[src/design/iec_pkg.sv]
// Purpose: Shared constants and types of the interrupt entry control block
// Assumes: 50 MHz system clock, four clocks per instruction cycle
// Notes: Register offsets are byte addresses on the AXI4-Lite slave
package iec_pkg;

  // ----------------------------------------
  // Register map
  // ----------------------------------------
  localparam int ADDR_W = 6;
  localparam logic [ADDR_W-1:0] OFF_CTRL = 6'h00;
  localparam logic [ADDR_W-1:0] OFF_PF1 = 6'h04;
  localparam logic [ADDR_W-1:0] OFF_PF2 = 6'h08;
  localparam logic [ADDR_W-1:0] OFF_PE1 = 6'h0C;
  localparam logic [ADDR_W-1:0] OFF_PE2 = 6'h10;
  localparam logic [ADDR_W-1:0] OFF_WAKE = 6'h14;
  localparam logic [ADDR_W-1:0] OFF_SEQ = 6'h18;
  localparam logic [ADDR_W-1:0] OFF_ISTS = 6'h1C;
  localparam logic [ADDR_W-1:0] OFF_IMSK = 6'h20;

  // ----------------------------------------
  // Field layout and reset values
  // ----------------------------------------
  localparam int GLB_EN_BIT = 7;
  localparam int GRP_EN_BIT = 6;
  localparam int TIM_EN_BIT = 5;
  localparam int EXT_EN_BIT = 4;
  localparam int CHG_EN_BIT = 3;
  localparam int TIM_FLAG_BIT = 2;
  localparam int EXT_FLAG_BIT = 1;
  localparam int CHG_FLAG_BIT = 0;
  localparam logic [7:0] CTRL_RST = 8'h00;
  localparam logic [7:0] PE1_RST = 8'h04;
  localparam logic [7:0] PE2_RST = 8'h00;
  localparam int WAKE_CTRL_BIT = 0;
  localparam int WAKE_P1_BIT = 1;
  localparam int WAKE_P2_BIT = 2;
  localparam int EV_W = 3;
  localparam int EV_ENTRY = 0;
  localparam int EV_RETURN = 1;
  localparam int EV_WAKE = 2;

  // ----------------------------------------
  // Core and bus constants
  // ----------------------------------------
  localparam int PC_W = 13;
  localparam logic [PC_W-1:0] VECTOR_ADDR = 13'h0004;
  localparam logic [1:0] RESP_OKAY = 2'h0;
  localparam logic [1:0] RESP_SLVERR = 2'h2;
  localparam int CLK_NS = 20;
  localparam int TCY_NS = 80;
  localparam int TCY_CLKS = (TCY_NS + CLK_NS - 1) / CLK_NS;
  localparam int CNT_W = 4;

  typedef enum logic [2:0] {
    IEC_IDLE = 3'h0,
    IEC_FLUSH = 3'h1,
    IEC_PUSH = 3'h3,
    IEC_JUMP = 3'h2,
    IEC_WAKE = 3'h6
  } iec_seq_e;

endpackage : iec_pkg

[src/design/iec_flag_if.sv]
// Purpose: Carries flag writes, events, enables and results between top and flag bank
// Assumes: One clock domain
// Notes: Owner modport belongs to the flag bank
interface iec_flag_if;
  logic [7:0] wdata;
  logic wr_ctrl;
  logic wr_pf1;
  logic wr_pf2;
  logic ev_tmr0;
  logic ev_int;
  logic [7:0] ev_pf1;
  logic [7:0] ev_pf2;
  logic ioc_any;
  logic [7:0] ctrl_en;
  logic [7:0] pe1;
  logic [7:0] pe2;
  logic [2:0] wake_en;
  logic sleeping;
  logic [2:0] ctrl_flags;
  logic [7:0] pf1;
  logic [7:0] pf2;
  logic pending;
  logic wake_req;

  modport owner (input wdata, wr_ctrl, wr_pf1, wr_pf2, ev_tmr0, ev_int, ev_pf1, ev_pf2, ioc_any,
    ctrl_en, pe1, pe2, wake_en, sleeping, output ctrl_flags, pf1, pf2, pending, wake_req);
  modport user (output wdata, wr_ctrl, wr_pf1, wr_pf2, ev_tmr0, ev_int, ev_pf1, ev_pf2, ioc_any,
    ctrl_en, pe1, pe2, wake_en, sleeping, input ctrl_flags, pf1, pf2, pending, wake_req);
endinterface : iec_flag_if

[src/design/iec_flags.sv]
// Purpose: Source flag bank with enable gating and wake detection
// Assumes: Events are one-clock pulses synchronous to aclk
// Notes: Pending ignores the global enable; the sequencer applies it
module iec_flags
  import iec_pkg::*;
(
  input wire logic aclk,
  input wire logic aresetn,
  iec_flag_if.owner fi
);

  typedef struct packed {
    logic tim_flag;
    logic ext_flag;
    logic [7:0] pf1;
    logic [7:0] pf2;
    logic pending;
    logic wake_req;
  } iec_flags_s;

  iec_flags_s s;
  iec_flags_s next_s;

  // ----------------------------------------
  // Flag update and gating
  // ----------------------------------------
  always_comb begin
    logic ctrl_hit;
    logic p_hit;
    ctrl_hit = 1'b0;
    p_hit = 1'b0;
    next_s = s;
    next_s.tim_flag = (fi.wr_ctrl ? fi.wdata[TIM_FLAG_BIT] : s.tim_flag) | fi.ev_tmr0;
    next_s.ext_flag = (fi.wr_ctrl ? fi.wdata[EXT_FLAG_BIT] : s.ext_flag) | fi.ev_int;
    next_s.pf1 = (fi.wr_pf1 ? fi.wdata : s.pf1) | fi.ev_pf1;
    next_s.pf2 = (fi.wr_pf2 ? fi.wdata : s.pf2) | fi.ev_pf2;
    ctrl_hit = (next_s.tim_flag & fi.ctrl_en[TIM_EN_BIT]) | (next_s.ext_flag & fi.ctrl_en[EXT_EN_BIT])
      | (fi.ioc_any & fi.ctrl_en[CHG_EN_BIT]);
    p_hit = fi.ctrl_en[GRP_EN_BIT] & (|((next_s.pf1 & fi.pe1) | (next_s.pf2 & fi.pe2)));
    next_s.pending = ctrl_hit | p_hit;
    next_s.wake_req = fi.sleeping & ((ctrl_hit & fi.wake_en[WAKE_CTRL_BIT])
      | (fi.ctrl_en[GRP_EN_BIT] & fi.wake_en[WAKE_P1_BIT] & (|(next_s.pf1 & fi.pe1)))
      | (fi.ctrl_en[GRP_EN_BIT] & fi.wake_en[WAKE_P2_BIT] & (|(next_s.pf2 & fi.pe2))));
  end

  always_ff @(posedge aclk) begin
    if (!aresetn) begin
      s <= '0;
    end else begin
      s <= next_s;
    end
  end

  assign fi.ctrl_flags = {s.tim_flag, s.ext_flag, fi.ioc_any};
  assign fi.pf1 = s.pf1;
  assign fi.pf2 = s.pf2;
  assign fi.pending = s.pending;
  assign fi.wake_req = s.wake_req;
endmodule : iec_flags

[src/design/iec_top.sv]
// Purpose: Interrupt gating, entry and return sequencing with AXI4-Lite registers
// Assumes: Core events and strobes are synchronous one-clock pulses
// Notes: One instruction cycle is TCY_CLKS clocks
//
// Implementation choices: the AXI4-Lite slave port and the register addresses.
module iec_top
  import iec_pkg::*;
#(
  parameter int CTX_W = 40
) (
  input wire logic aclk,
  input wire logic aresetn,
  input wire logic [ADDR_W-1:0] s_axi_awaddr,
  input wire logic s_axi_awvalid,
  output logic s_axi_awready,
  input wire logic [31:0] s_axi_wdata,
  input wire logic [3:0] s_axi_wstrb,
  input wire logic s_axi_wvalid,
  output logic s_axi_wready,
  output logic [1:0] s_axi_bresp,
  output logic s_axi_bvalid,
  input wire logic s_axi_bready,
  input wire logic [ADDR_W-1:0] s_axi_araddr,
  input wire logic s_axi_arvalid,
  output logic s_axi_arready,
  output logic [31:0] s_axi_rdata,
  output logic [1:0] s_axi_rresp,
  output logic s_axi_rvalid,
  input wire logic s_axi_rready,
  input wire logic ev_tmr0,
  input wire logic ev_int,
  input wire logic [7:0] ev_pf1,
  input wire logic [7:0] ev_pf2,
  input wire logic ioc_any,
  input wire logic [PC_W-1:0] core_pc,
  input wire logic [CTX_W-1:0] core_ctx,
  input wire logic core_sleeping,
  input wire logic core_instr_done,
  input wire logic core_return,
  output logic core_flush,
  output logic core_push,
  output logic [PC_W-1:0] core_push_pc,
  output logic core_pc_load,
  output logic [PC_W-1:0] core_pc_value,
  output logic core_pop,
  output logic core_ctx_restore,
  output logic [CTX_W-1:0] core_ctx_value,
  output logic core_wake,
  output logic irq
);

  typedef struct packed {
    logic awready;
    logic wready;
    logic bvalid;
    logic [1:0] bresp;
    logic aw_got;
    logic [ADDR_W-1:0] aw_addr;
    logic w_got;
    logic [7:0] w_data;
    logic w_lane0;
    logic arready;
    logic rvalid;
    logic [1:0] rresp;
    logic [31:0] rdata;
    logic [7:0] ctrl_en;
    logic [7:0] pe1;
    logic [7:0] pe2;
    logic [2:0] wake_en;
    logic [EV_W-1:0] ists;
    logic [EV_W-1:0] imsk;
    logic irq;
    iec_seq_e st;
    logic [CNT_W-1:0] cnt;
    logic flush;
    logic push;
    logic [PC_W-1:0] push_pc;
    logic pc_load;
    logic [PC_W-1:0] pc_value;
    logic pop;
    logic ctx_restore;
    logic [CTX_W-1:0] shadow;
    logic [CTX_W-1:0] ctx_value;
    logic wake;
  } iec_top_s;

  localparam logic [CNT_W-1:0] TCY_LAST = CNT_W'(TCY_CLKS - 1);

  iec_top_s s;
  iec_top_s next_s;
  iec_flag_if fi ();

  function automatic logic mapped(input logic [ADDR_W-1:0] a);
    mapped = (a == OFF_CTRL) || (a == OFF_PF1) || (a == OFF_PF2) || (a == OFF_PE1) || (a == OFF_PE2)
      || (a == OFF_WAKE) || (a == OFF_SEQ) || (a == OFF_ISTS) || (a == OFF_IMSK);
  endfunction : mapped

  function automatic logic wr_hit(input iec_top_s c, input logic go, input logic [ADDR_W-1:0] off);
    wr_hit = go && c.w_lane0 && (c.aw_addr == off);
  endfunction : wr_hit

  iec_flags u_flags (
    .aclk(aclk),
    .aresetn(aresetn),
    .fi(fi.owner)
  );

  logic wr_go;
  assign wr_go = s.aw_got && s.w_got && !s.bvalid;

  // ----------------------------------------
  // Flag bank connection
  // ----------------------------------------
  assign fi.wdata = s.w_data;
  assign fi.wr_ctrl = wr_hit(s, wr_go, OFF_CTRL);
  assign fi.wr_pf1 = wr_hit(s, wr_go, OFF_PF1);
  assign fi.wr_pf2 = wr_hit(s, wr_go, OFF_PF2);
  assign fi.ev_tmr0 = ev_tmr0;
  assign fi.ev_int = ev_int;
  assign fi.ev_pf1 = ev_pf1;
  assign fi.ev_pf2 = ev_pf2;
  assign fi.ioc_any = ioc_any;
  assign fi.ctrl_en = s.ctrl_en;
  assign fi.pe1 = s.pe1;
  assign fi.pe2 = s.pe2;
  assign fi.wake_en = s.wake_en;
  assign fi.sleeping = core_sleeping;

  // ----------------------------------------
  // Next state
  // ----------------------------------------
  always_comb begin
    logic [EV_W-1:0] ev;
    logic [7:0] rd;
    logic [7:0] ctrl_rd;
    next_s = s;
    ev = '0;
    rd = '0;
    ctrl_rd = {s.ctrl_en[GLB_EN_BIT:CHG_EN_BIT], fi.ctrl_flags};
    next_s.flush = 1'b0;
    next_s.push = 1'b0;
    next_s.pc_load = 1'b0;
    next_s.pop = 1'b0;
    next_s.ctx_restore = 1'b0;
    next_s.wake = 1'b0;
    // Write channel handling
    if (s.awready && s_axi_awvalid) begin
      next_s.aw_got = 1'b1;
      next_s.aw_addr = s_axi_awaddr;
    end
    if (s.wready && s_axi_wvalid) begin
      next_s.w_got = 1'b1;
      next_s.w_data = s_axi_wdata[7:0];
      next_s.w_lane0 = s_axi_wstrb[0];
    end
    if (wr_go) begin
      next_s.bvalid = 1'b1;
      next_s.bresp = mapped(s.aw_addr) ? RESP_OKAY : RESP_SLVERR;
      next_s.aw_got = 1'b0;
      next_s.w_got = 1'b0;
      if (wr_hit(s, wr_go, OFF_CTRL)) begin
        next_s.ctrl_en[GLB_EN_BIT:CHG_EN_BIT] = s.w_data[GLB_EN_BIT:CHG_EN_BIT];
      end
      if (wr_hit(s, wr_go, OFF_PE1)) begin
        next_s.pe1 = s.w_data;
      end
      if (wr_hit(s, wr_go, OFF_PE2)) begin
        next_s.pe2 = s.w_data;
      end
      if (wr_hit(s, wr_go, OFF_WAKE)) begin
        next_s.wake_en = s.w_data[EV_W-1:0];
      end
      if (wr_hit(s, wr_go, OFF_IMSK)) begin
        next_s.imsk = s.w_data[EV_W-1:0];
      end
    end
    if (s.bvalid && s_axi_bready) begin
      next_s.bvalid = 1'b0;
    end
    next_s.awready = !next_s.aw_got && !next_s.bvalid;
    next_s.wready = !next_s.w_got && !next_s.bvalid;
    // Read channel handling
    if (s.arready && s_axi_arvalid) begin
      case (s_axi_araddr)
        OFF_CTRL: rd = ctrl_rd;
        OFF_PF1: rd = fi.pf1;
        OFF_PF2: rd = fi.pf2;
        OFF_PE1: rd = s.pe1;
        OFF_PE2: rd = s.pe2;
        OFF_WAKE: rd = {5'h00, s.wake_en};
        OFF_SEQ: rd = {4'h0, fi.pending, s.st};
        OFF_ISTS: rd = {5'h00, s.ists};
        OFF_IMSK: rd = {5'h00, s.imsk};
        default: rd = 8'h00;
      endcase
      next_s.rdata = {24'h000000, rd};
      next_s.rresp = mapped(s_axi_araddr) ? RESP_OKAY : RESP_SLVERR;
      next_s.rvalid = 1'b1;
    end else if (s.rvalid && s_axi_rready) begin
      next_s.rvalid = 1'b0;
    end
    next_s.arready = !next_s.rvalid;
    // Entry, wake and return sequencer
    next_s.cnt = (s.cnt == TCY_LAST) ? '0 : s.cnt + CNT_W'(1);
    case (s.st)
      IEC_IDLE: begin
        next_s.cnt = '0;
        if (core_return) begin
          next_s.pop = 1'b1;
          next_s.ctx_restore = 1'b1;
          next_s.ctx_value = s.shadow;
          next_s.ctrl_en[GLB_EN_BIT] = 1'b1;
          ev[EV_RETURN] = 1'b1;
        end else if (core_sleeping && fi.wake_req) begin
          next_s.wake = 1'b1;
          next_s.st = IEC_WAKE;
          ev[EV_WAKE] = 1'b1;
        end else if (!core_sleeping && s.ctrl_en[GLB_EN_BIT] && fi.pending) begin
          next_s.flush = 1'b1;
          next_s.ctrl_en[GLB_EN_BIT] = 1'b0;
          next_s.st = IEC_FLUSH;
          ev[EV_ENTRY] = 1'b1;
        end
      end
      IEC_WAKE: begin
        next_s.cnt = '0;
        if (core_instr_done) begin
          if (s.ctrl_en[GLB_EN_BIT] && fi.pending) begin
            next_s.flush = 1'b1;
            next_s.ctrl_en[GLB_EN_BIT] = 1'b0;
            next_s.st = IEC_FLUSH;
            ev[EV_ENTRY] = 1'b1;
          end else begin
            next_s.st = IEC_IDLE;
          end
        end
      end
      IEC_FLUSH: begin
        next_s.ctrl_en[GLB_EN_BIT] = 1'b0;
        if (s.cnt == TCY_LAST) begin
          next_s.push = 1'b1;
          next_s.push_pc = core_pc;
          next_s.shadow = core_ctx;
          next_s.st = IEC_PUSH;
        end
      end
      IEC_PUSH: begin
        if (s.cnt == TCY_LAST) begin
          next_s.pc_load = 1'b1;
          next_s.pc_value = VECTOR_ADDR;
          next_s.st = IEC_JUMP;
        end
      end
      IEC_JUMP: begin
        if (s.cnt == TCY_LAST) begin
          next_s.st = IEC_IDLE;
        end
      end
      default: begin
        next_s.st = IEC_IDLE;
      end
    endcase
    // Event status, write one to clear, set wins
    next_s.ists = s.ists;
    if (wr_hit(s, wr_go, OFF_ISTS)) begin
      next_s.ists = s.ists & ~s.w_data[EV_W-1:0];
    end
    next_s.ists = next_s.ists | ev;
    next_s.irq = |(next_s.ists & next_s.imsk);
  end

  always_ff @(posedge aclk) begin
    if (!aresetn) begin
      s <= '0;
      s.ctrl_en <= CTRL_RST;
      s.pe1 <= PE1_RST;
      s.pe2 <= PE2_RST;
      s.st <= IEC_IDLE;
    end else begin
      s <= next_s;
    end
  end

  // ----------------------------------------
  // Outputs
  // ----------------------------------------
  assign s_axi_awready = s.awready;
  assign s_axi_wready = s.wready;
  assign s_axi_bvalid = s.bvalid;
  assign s_axi_bresp = s.bresp;
  assign s_axi_arready = s.arready;
  assign s_axi_rvalid = s.rvalid;
  assign s_axi_rresp = s.rresp;
  assign s_axi_rdata = s.rdata;
  assign core_flush = s.flush;
  assign core_push = s.push;
  assign core_push_pc = s.push_pc;
  assign core_pc_load = s.pc_load;
  assign core_pc_value = s.pc_value;
  assign core_pop = s.pop;
  assign core_ctx_restore = s.ctx_restore;
  assign core_ctx_value = s.ctx_value;
  assign core_wake = s.wake;
  assign irq = s.irq;

  // ----------------------------------------
  // Checks
  // ----------------------------------------
  localparam int A_TCY = 4;
endmodule : iec_top

[config.mk]
export PLATFORM = sky130hd
export DESIGN_NAME = iec_top
export DESIGN_NICKNAME = d
export VERILOG_FILES = /design/src/design/iec_pkg.sv /design/src/design/iec_flag_if.sv /design/src/design/iec_flags.sv /design/src/design/iec_top.sv
export SDC_FILE = /design/constraint.sdc
export NUM_CORES = 1
export LEC_CHECK = 0
export BUFFER_PORTS_ARGS = -buffer_cell sky130_fd_sc_hd__buf_4
export CORE_UTILIZATION = 44
export CTS_CLUSTER_DIAMETER = 60
export DETAILED_ROUTE_END_ITERATION = 10
export GPL_TIMING_DRIVEN = 0
export PLACE_DENSITY = 0.7
export SKIP_LAST_GASP = 1
export SLEW_MARGIN = 20
export SYNTH_ARGS = -nofsm -noshare
export SYNTH_HDL_FRONTEND = slang
export SYNTH_SLANG_ARGS = --single-unit
[constraint.sdc]
create_clock -name aclk -period 4.2 [get_ports aclk]
set_input_delay 0.42 -clock aclk [delete_from_list [all_inputs] [get_ports aclk]]
set_output_delay 0.42 -clock aclk [all_outputs]
set_load 0.03 [all_outputs]
==> Word level (Yosys, flattened, before mapping) <==
Cells that the tools add are included.
{ "word_totals": {"elab_cells": 204, "regBits": 192, "out_inout_bits": 114} }
{ "op_classes": {"n_bitwise": 26, "reduce_logical": 62, "eq_ne": 27, "add_sub_neg": 1, "n_mux": 49} }
{ "ops": {"columns": ["cell", "count"], "rows": [
  ["$pmux W8 S9", 1],
  ["$eq A6 B5 Y1 const B", 8],
  ["$mux W3", 10],
  ["$mux W14", 2],
  ["$eq A6 B4 Y1 const B", 4],
  ["$or A8 B8 Y8", 3],
  ["$reduce_or A8 Y1", 3],
  ["$logic_and A1 B1 Y1", 22],
  ["$mux W1", 20],
  ["$reduce_and A2 Y1", 10],
  ["$and A8 B8 Y8", 2],
  ["$logic_or A1 B1 Y1", 16],
  ["$mux W8", 2],
  ["$pmux W3 S5", 1],
  ["$eq A6 B3 Y1 const B", 2],
  ["$eq A6 B6 Y1 const B", 2],
  ["$logic_not A6 Y1", 2],
  ["$and A1 B1 Y1", 10],
  ["$mux W10", 1],
  ["$mux W5", 2],
  ["$ne A2 B2 Y1 const B", 5],
  ["$pmux W5 S2", 1],
  ["$mux W2", 4],
  ["$mux W4", 2],
  ["other kinds (17)", 30]
]} }

==> Depth between registers and ports, before layout <==
Gate-level depths: netlist (run 1).
{ "logic_depth": {"depth_word": 14, "mapped_depth": 8} }

==> Hierarchy <==
Synthesis (run 1) repeated with hierarchy kept, for this count alone.
{ "hier_totals": {"cells_unflattened": 1012, "hier_area_um2": 8396.8} }
{ "by_module_without_submodules": {"columns": ["mod", "instances", "cells_per_inst", "area_each_um2"], "rows": [
  ["iec_top", 1, 899, 7394.6],
  ["iec_flags", 1, 113, 1002.2]
]} }

==> Worst setup path after synthesis (run 1) <==
No wires, ideal clock.
{ "synth_path": {"path_type": "register -> register", "from": "register s[199] (netlist name)", "to": "register u_flags.s, in the netlist u_flags.fi.wake_req", "slack_ps": 2029, "path_stages_with_launch": 9, "t_required_ps": 4074, "arrival_time_ps": 2044, "period_less_slack_ps": 2171, "path_buffers": 2, "cell_sequence": "dfxtp_1 > buf_6 > or4b_1 > buf_2 > nor3_1 > mux2_2 > o21ai_0 > and4_1 > o211ai_1"} }
{ "synth_between": {"elab_chain_len": 11} }
{ "synth_rtl": {"columns": ["element", "line", "text"], "rows": [
  ["start: declaration", "iec_top.sv:89", "iec_top_s s;"],
  ["start signal: assignment", "iec_top.sv:280", "s <= next_s;"],
  ["$logic_not A6 Y1", "iec_top.sv:99", "wr_hit = go && c.w_lane0 && (c.aw_addr == off);"],
  ["$logic_and A1 B1 Y1", "iec_top.sv:99", null],
  ["$mux W1, on equally long branches", "iec_flags.sv:33, iec_flags.sv:34", null],
  ["$or A1 B1 Y1, on equally long branches", "iec_flags.sv:33, iec_flags.sv:34", null],
  ["$and A1 B1 Y1", "iec_flags.sv:37", "ctrl_hit = (next_s.tim_flag & fi.ctrl_en[TIM_EN_BIT]) | (next_s.ext_flag & fi.ctrl_en[EXT_EN_BIT])"],
  ["$or A1 B1 Y1", "iec_flags.sv:37", null],
  ["$or A1 B1 Y1", "iec_flags.sv:38", "| (fi.ioc_any & fi.ctrl_en[CHG_EN_BIT]);"],
  ["$and A1 B1 Y1", "iec_flags.sv:41", "next_s.wake_req = fi.sleeping & ((ctrl_hit & fi.wake_en[WAKE_CTRL_BIT])"],
  ["$or A1 B1 Y1", "iec_flags.sv:42", "| (fi.ctrl_en[GRP_EN_BIT] & fi.wake_en[WAKE_P1_BIT] & (|(next_s.pf1 & fi.pe1)))"],
  ["$or A1 B1 Y1 (*)", "iec_flags.sv:43", "| (fi.ctrl_en[GRP_EN_BIT] & fi.wake_en[WAKE_P2_BIT] & (|(next_s.pf2 & fi.pe2))));"],
  ["$and A1 B1 Y1 (*)", "iec_flags.sv:41", null],
  ["end signal: assignment", "iec_flags.sv:50", "s <= next_s;"],
  ["end: declaration", "iec_flags.sv:21", "iec_flags_s s;"]
]} }
Mark *: on every way between the ends. The rest lies on a longest branch, timed or not.
A chain may end at the register's enable or synchronous reset.

==> Worst setup path in the final report (run 1) <==
{ "layout_path": {"from": "register s[204] (netlist name)", "to": "register u_flags.s, in the netlist u_flags.fi.wake_req"} }
Same word-level chain as after synthesis.

==> results of run 1 <==
## state kept, by name (all words and copies together), names as in the netlist, 2 cells and up
name	count
fi.wdata	8
core_push_pc	13
core_ctx_value	40
s	62
u_flags.fi.ctrl_flags	2
fi.pe2	8
s_axi_rdata	8
fi.ctrl_en	5
u_flags.fi.pf2	8
fi.pe1	8
u_flags.fi.pf1	8
fi.wake_en	3
## report_power, final
part           total [uW]  internal (uW)  leakage, uW  switching (uW)
sequential           1840           1820      0.00153            25.2
clock                1700            915     0.000299             781
combinational         345            142      0.00270             202
## through the flow
step / utilization / power (uW) / setup slack, ns
finish: 0.575 / 3880 / 1.43
detailed placement: 0.542 / 2220 / 1.52
CTS: 0.575 / 3900 / 1.46
floorplan: - / 2080 / 2.03
global route: 0.575 / 4000 / 1.22
global placement: 0.541 / 2220 / 1.45
## cell type report
| type | count | share of cell area |
|---|---|---|
| Buffer | 167 | 0.0964 |
| Clock buffer | 17 | 0.0397 |
| Clock inverter | 15 | 0.0181 |
| Inverter | 12 | 0.00420 |
| Multi-Input combinational cell | 686 | 0.339 |
| Sequential cell | 189 | 0.353 |
| Tap cell | 234 | 0.0273 |
| Timing Repair Buffer | 174 | 0.122 |
## final timing paths
path | endpoint | startpoint | slack, ns
hold reg to reg | core_ctx_value[2] | s[43] | 0.45
setup / recovery | u_flags.fi.wake_req | s[204] | 1.43
hold / removal | u_flags.fi.pf2[2] | ev_pf2[2] | 0.22
setup reg to reg | u_flags.fi.wake_req | s[204] | 1.43
## critical path, stage by stage, from the launching register on
cell,delay (ns)
dfxtp_1,0.37
or3b_1,0.38
buf_2,0.18
buf_4,0.19
o31ai_1,0.30
a21boi_0,0.17
a2111oi_0,0.63
and4_1,0.33
o211ai_1,0.11
## Yosys cell counts (4+ instances only)
cell and count:
nand3b_1 4, and3_1 4, nand2_1 234, nand2b_1 5
o31a_1 7, a22oi_1 10, nor4_1 6, buf_4 104
nor2b_1 7, mux2_2 5, a41oi_1 10, dfxtp_1 189
a211oi_1 4, nor2_1 67, buf_2 7, a21oi_1 130
mux2i_1 36, a222oi_1 6, nand3_1 10, o21ai_0 18
and2_1 6, o31ai_1 9, nor3_1 11, clkbuf_1 53
inv_1 12
## cells by family (layout without fill, tap and decap cells)
logic type / after synthesis / count (layout) / share of synthesized area
adders and majority gates: 1 / 1 / 0.00150
buffers and inverters: 179 / 385 / 0.129
other: 1 / 38 / 0.000449
AOI/OAI and AO/OA: 223 / 223 / 0.163
muxes: 41 / 41 / 0.0499
DFF: 189 / 189 / 0.453
xor gates and xnor gates: 2 / 2 / 0.00210
and+or+nand+nor: 381 / 381 / 0.201
## layer usage
| layer | share of wire | track usage | vias up |
|---|---|---|---|
| li1 | - | - | 3785 |
| met1 | 0.44 | 0.298 | 3468 |
| met2 | 0.46 | 0.371 | 307 |
| met3 | 0.073 | 0.0544 | 43 |
| met4 | 0.031 | 0.0977 | 0 |
| met5 | 0 | 0 | - |
==> flow_summary_export.csv, run 1 <==
group,metric,value,unit
synth,synthFlopType,"dfxtp_1",
grt,grt_max_degree,20,
clock_network,cts.htree.levels,4,
routing,drcViolationCount,0,
floorplan,ios,244,
run_status,status,"finished clean",
floorplan,dieArea,19500,um2
synth,synth-seq-cells,189,
routing,wl_per_cell,15.1,um
routing,routed_wl,22500,um
hold_path,holdPathStages,2,
finish,final_cell_mix,"278 x buf_4, 234 x nand2_1, 189 x dfxtp_1, 130 x a21oi_1, 67 x nor2_1",
routing,via_per_inst,5.09,
sta,relSlewSlack,0.394,
clock_network,cts_resized,0,
finish,nFillCells,1750,
setup_path,cp-start-kind,"register",
job,maxCapViolations,0,
sta,fin_skew,0.0115,ns
synth,postSynthCellCount,1017,
synth,synth_area_leaders,"dfxtp_1 45%, nand2_1 11%, buf_4 9.3%",
finish,finalInstanceArea,10700,um2
clock_network,clkTransAtPathRegs,0.08,ns
clock_network,root_buffer,"clkbuf_16",
pwr,p_leak,0.00453,uW
clock_network,cts_num_sinks,189,
routing,drtAntennaViolNets,0,
synth,yosysSeqAreaShare,0.453,
floorplan,row_count,50,
synth,netlist_area,8360,um2
sta,rsz0062_at_grt,"false",
sta,clock.fmax,362,MHz
sta,finalSetupTns,0,ns
placement,dp_cells,1462,
setup_path,r2r_cells,8,
sta,final-max-slew-violation-count,0,
pwr,p_per_area,362,nW/um2
setup_path,worstPathRequired,4.51,ns
grt,grt_pass1_wl,35400,um
setup_path,crit_arrival,3.08,ns
synth,synth_top_area_cell,"dfxtp_1",
finish,nets,1378,
placement,placed_area,10100,um2
synth,ys_warn_count,0,
pwr,vdd_ir_drop_max,0.000263,V
finish,multi_input_area,3640,um2
floorplan,die_w,140,um
setup_path,crit_path_max_fanout,10,
placement,gp_congestion,0.920,
finish,final_common_cell,"buf_4",
sta,tightest_slew,0.901,ns
finish,seqCellArea,3780,um2
floorplan,initial_core_util,0.448,
setup_path,worstSetupEndpointType,"register",
synth,avgSynthCellArea,8.22,um2
routing,drt_iter0_drc,643,
grt,track_usage,0.232,
placement,dpl.hpwl,16700,um
finish,n_antenna_cell,0,
finish,final_cells,1494,
routing,first_pass_iters,8,
grt,grt_pass1_vias,6958,
finish,area_growth,28.3,%
setup_path,crit_type,"reg2reg",
clock_network,clock_latency,0.43,ns
sta,layout_min_cycle_time,2.77,ns
grt,antenna_found_initial,0,
floorplan,core,18600,um2
routing,vias,7603,
clock_network,cts_setup_buffers,0,
synth,yosys.area.top_type_share,0.453,
sta,setup_viol_count_final,0,
sta,period_share,0.658,
sta,hold_slack,0.222,ns
sta,hold_viol_final,0,
synth,synth_edf_count,0,
placement,portBuffers,174,
clock_network,hold_buffers,0,
clock_network,cts_tree,"done",
hold_path,min_path_type,"in2reg",
synth,synth_cell_type_count,63,
clock_network,cts_max_path_buffers,2,
floorplan,die_y,140,um
grt,gr-total-overflow,0,
synth,synth-async-reset-ratio,0,
clock_network,numCtsBuffers,17,
finish,drive_above_1_share,0.265,
Power figures use the tool's default switching activity.
==> run 2, diff against run 1 <==
==> constraint.sdc (replaced) <==
create_clock -name aclk -period 2.6 [get_ports aclk]
set_input_delay 0.26 -clock aclk [delete_from_list [all_inputs] [get_ports aclk]]
set_output_delay 0.26 -clock aclk [all_outputs]
set_load 0.03 [all_outputs]
==> flow_summary_export.csv, run 2 (synthesis results as in run 1) <==
group,metric,value,unit
pwr,power,6280,uW
routing,drt_iter0_drc,665,
finish,drive_above_1_share,0.272,
sta,relSlewSlack,0.410,
sta,hold_slack,0.0634,ns
clock_network,clkTransAtPathRegs,0.08,ns
sta,finalSetupTns,0,ns
pwr,combPwrFrac,0.089,
grt,grt_pass1_vias,6947,
routing,drtAntennaViolNets,0,
placement,dpl.hpwl,16700,um
clock_network,cts_setup_buffers,0,
setup_path,crit_path_max_fanout,10,
routing,wl_per_cell,15.2,um
finish,nets,1378,
job,maxCapViolations,0,
grt,gr-total-overflow,0,
sta,fin_ws,0.116,ns
pwr,p_leak,0.00456,uW
grt,antenna_found_initial,0,
floorplan,die_y,140,um
routing,routed_wl,22700,um
grt,track_usage,0.232,
grt,grt_pass1_wl,35500,um
placement,portBuffers,174,
pwr,clkPwrFrac,0.437,
finish,largest_register_ffs,62,
finish,final_cell_mix,"278 x buf_4, 234 x nand2_1, 189 x dfxtp_1, 130 x a21oi_1, 66 x nor2_1",
floorplan,row_count,50,
sta,final-max-slew-violation-count,0,
placement,dp_slack,-0.0816,ns
setup_path,worstSetupEndpointType,"register",
floorplan,ios,244,
grt,grt_max_degree,20,
run_status,status,"finished clean",
sta,tightest_slew,0.878,ns
pwr,p_int,4650,uW
sta,hold_viol_final,0,
setup_path,worstPathRequired,2.91,ns
routing,via_per_inst,5.09,
finish,final_common_cell,"buf_4",
clock_network,clock_latency,0.43,ns
pwr,seqPwrFrac,0.474,
sta,period_share,0.955,
floorplan,dieArea,19500,um2
setup_path,crit_type,"reg2reg",
floorplan,core,18600,um2
routing,vias,7597,
hold_path,min_path_type,"in2reg",
setup_path,cp-start-kind,"register",
placement,gp_congestion,0.920,
finish,top_register,"s",
clock_network,cts.htree.levels,4,
pwr,vdd_ir_drop_max,0.000423,V
clock_network,cts_max_path_buffers,2,
clock_network,cts_num_sinks,189,
sta,clock.fmax,403,MHz
clock_network,numCtsBuffers,17,
pwr,power.switching,1640,uW
sta,setup_viol_count_final,0,
sta,rsz0062_at_grt,"false",
floorplan,die_w,140,um
routing,first_pass_iters,7,
pwr,switching_share,0.260,
finish,n_antenna_cell,0,
routing,drcViolationCount,0,
floorplan,initial_core_util,0.448,
sta,layout_min_cycle_time,2.48,ns
clock_network,root_buffer,"clkbuf_16",
setup_path,crit_arrival,2.80,ns
finish,area_growth,29.0,%
clock_network,cts_tree,"done",
pwr,p_per_area,583,nW/um2
sta,fin_skew,0.0124,ns
==> run 2: cell counts in the layout (fill, tap and decap cells not counted) <==
Identical to the previous run, type by type.
==> run 2: timing repair <==
item                                    CTS  global route
hold buffers                              0             0
hold endpoints to repair                  0             0
endpoints found under the setup margin   35            78
pin swaps                                 0             1
gates resized for setup                   3            11
==> run 2: path summary, 6_finish.rpt <==
kind / startpoint / to / slack, ns / cells after the start
setup reg to reg: s[204] / u_flags.fi.wake_req / 0.12 / 8
setup / recovery: s[204] / u_flags.fi.wake_req / 0.12 / 8
hold reg to reg: s[78] / core_ctx_value[37] / 0.45 / 2
hold / removal: ev_pf2[2] / u_flags.fi.pf2[2] / 0.06 / 2
==> run 2: routing by layer <==
| metal | vias up | GRT usage | wire length, um |
|---|---|---|---|
| li1 | 3784 | - | - |
| met1 | 3490 | 0.299 | 9920 |
| met2 | 288 | 0.372 | 10600 |
| met3 | 35 | 0.0551 | 1620 |
| met4 | 0 | 0.0983 | 567 |
| met5 | - | 0 | 0 |
==> run 2: critical path, stage by stage, from the launching register on <==
cell and delay (ns):
dfxtp_1 0.37, or3b_1 0.38, buf_2 0.19, buf_4 0.19, o31ai_1 0.33, a21boi_1 0.19
a2111oi_4 0.34, and4_1 0.27, o211ai_1 0.11
==> run 2: power groups by stage <==
stage                     sequential, uW  clock [uW]  combinational (uW)
after floorplan                     3040           0                 326
after global placement              3040           0                 548
after detailed placement            3040           0                 551
after CTS                           2970        2770                 553
after global routing                2980        2890                 604
final                               2980        2740                 562
==> run 2: cell type report <==
cell class / count / area (um2)
Inverter: 12 / 45.0
Clock buffer: 17 / 425
Buffer: 167 / 1030
Multi-Input combinational cell: 686 / 3700
Clock inverter: 15 / 194
Timing Repair Buffer: 174 / 1310
Fill cell: 1748 / 7860
Sequential cell: 189 / 3780
Tap cell: 234 / 293
==> run 2: stage by stage <==
step           std cells  area [um2]  utilization
6_report            1494       10800        0.578
5_1_grt             1494       10800        0.578
4_1_cts             1494       10700        0.575
3_5_place_dp        1462       10100        0.542
3_3_place_gp        1462       10100        0.541
2_1_floorplan       1054        8490            -
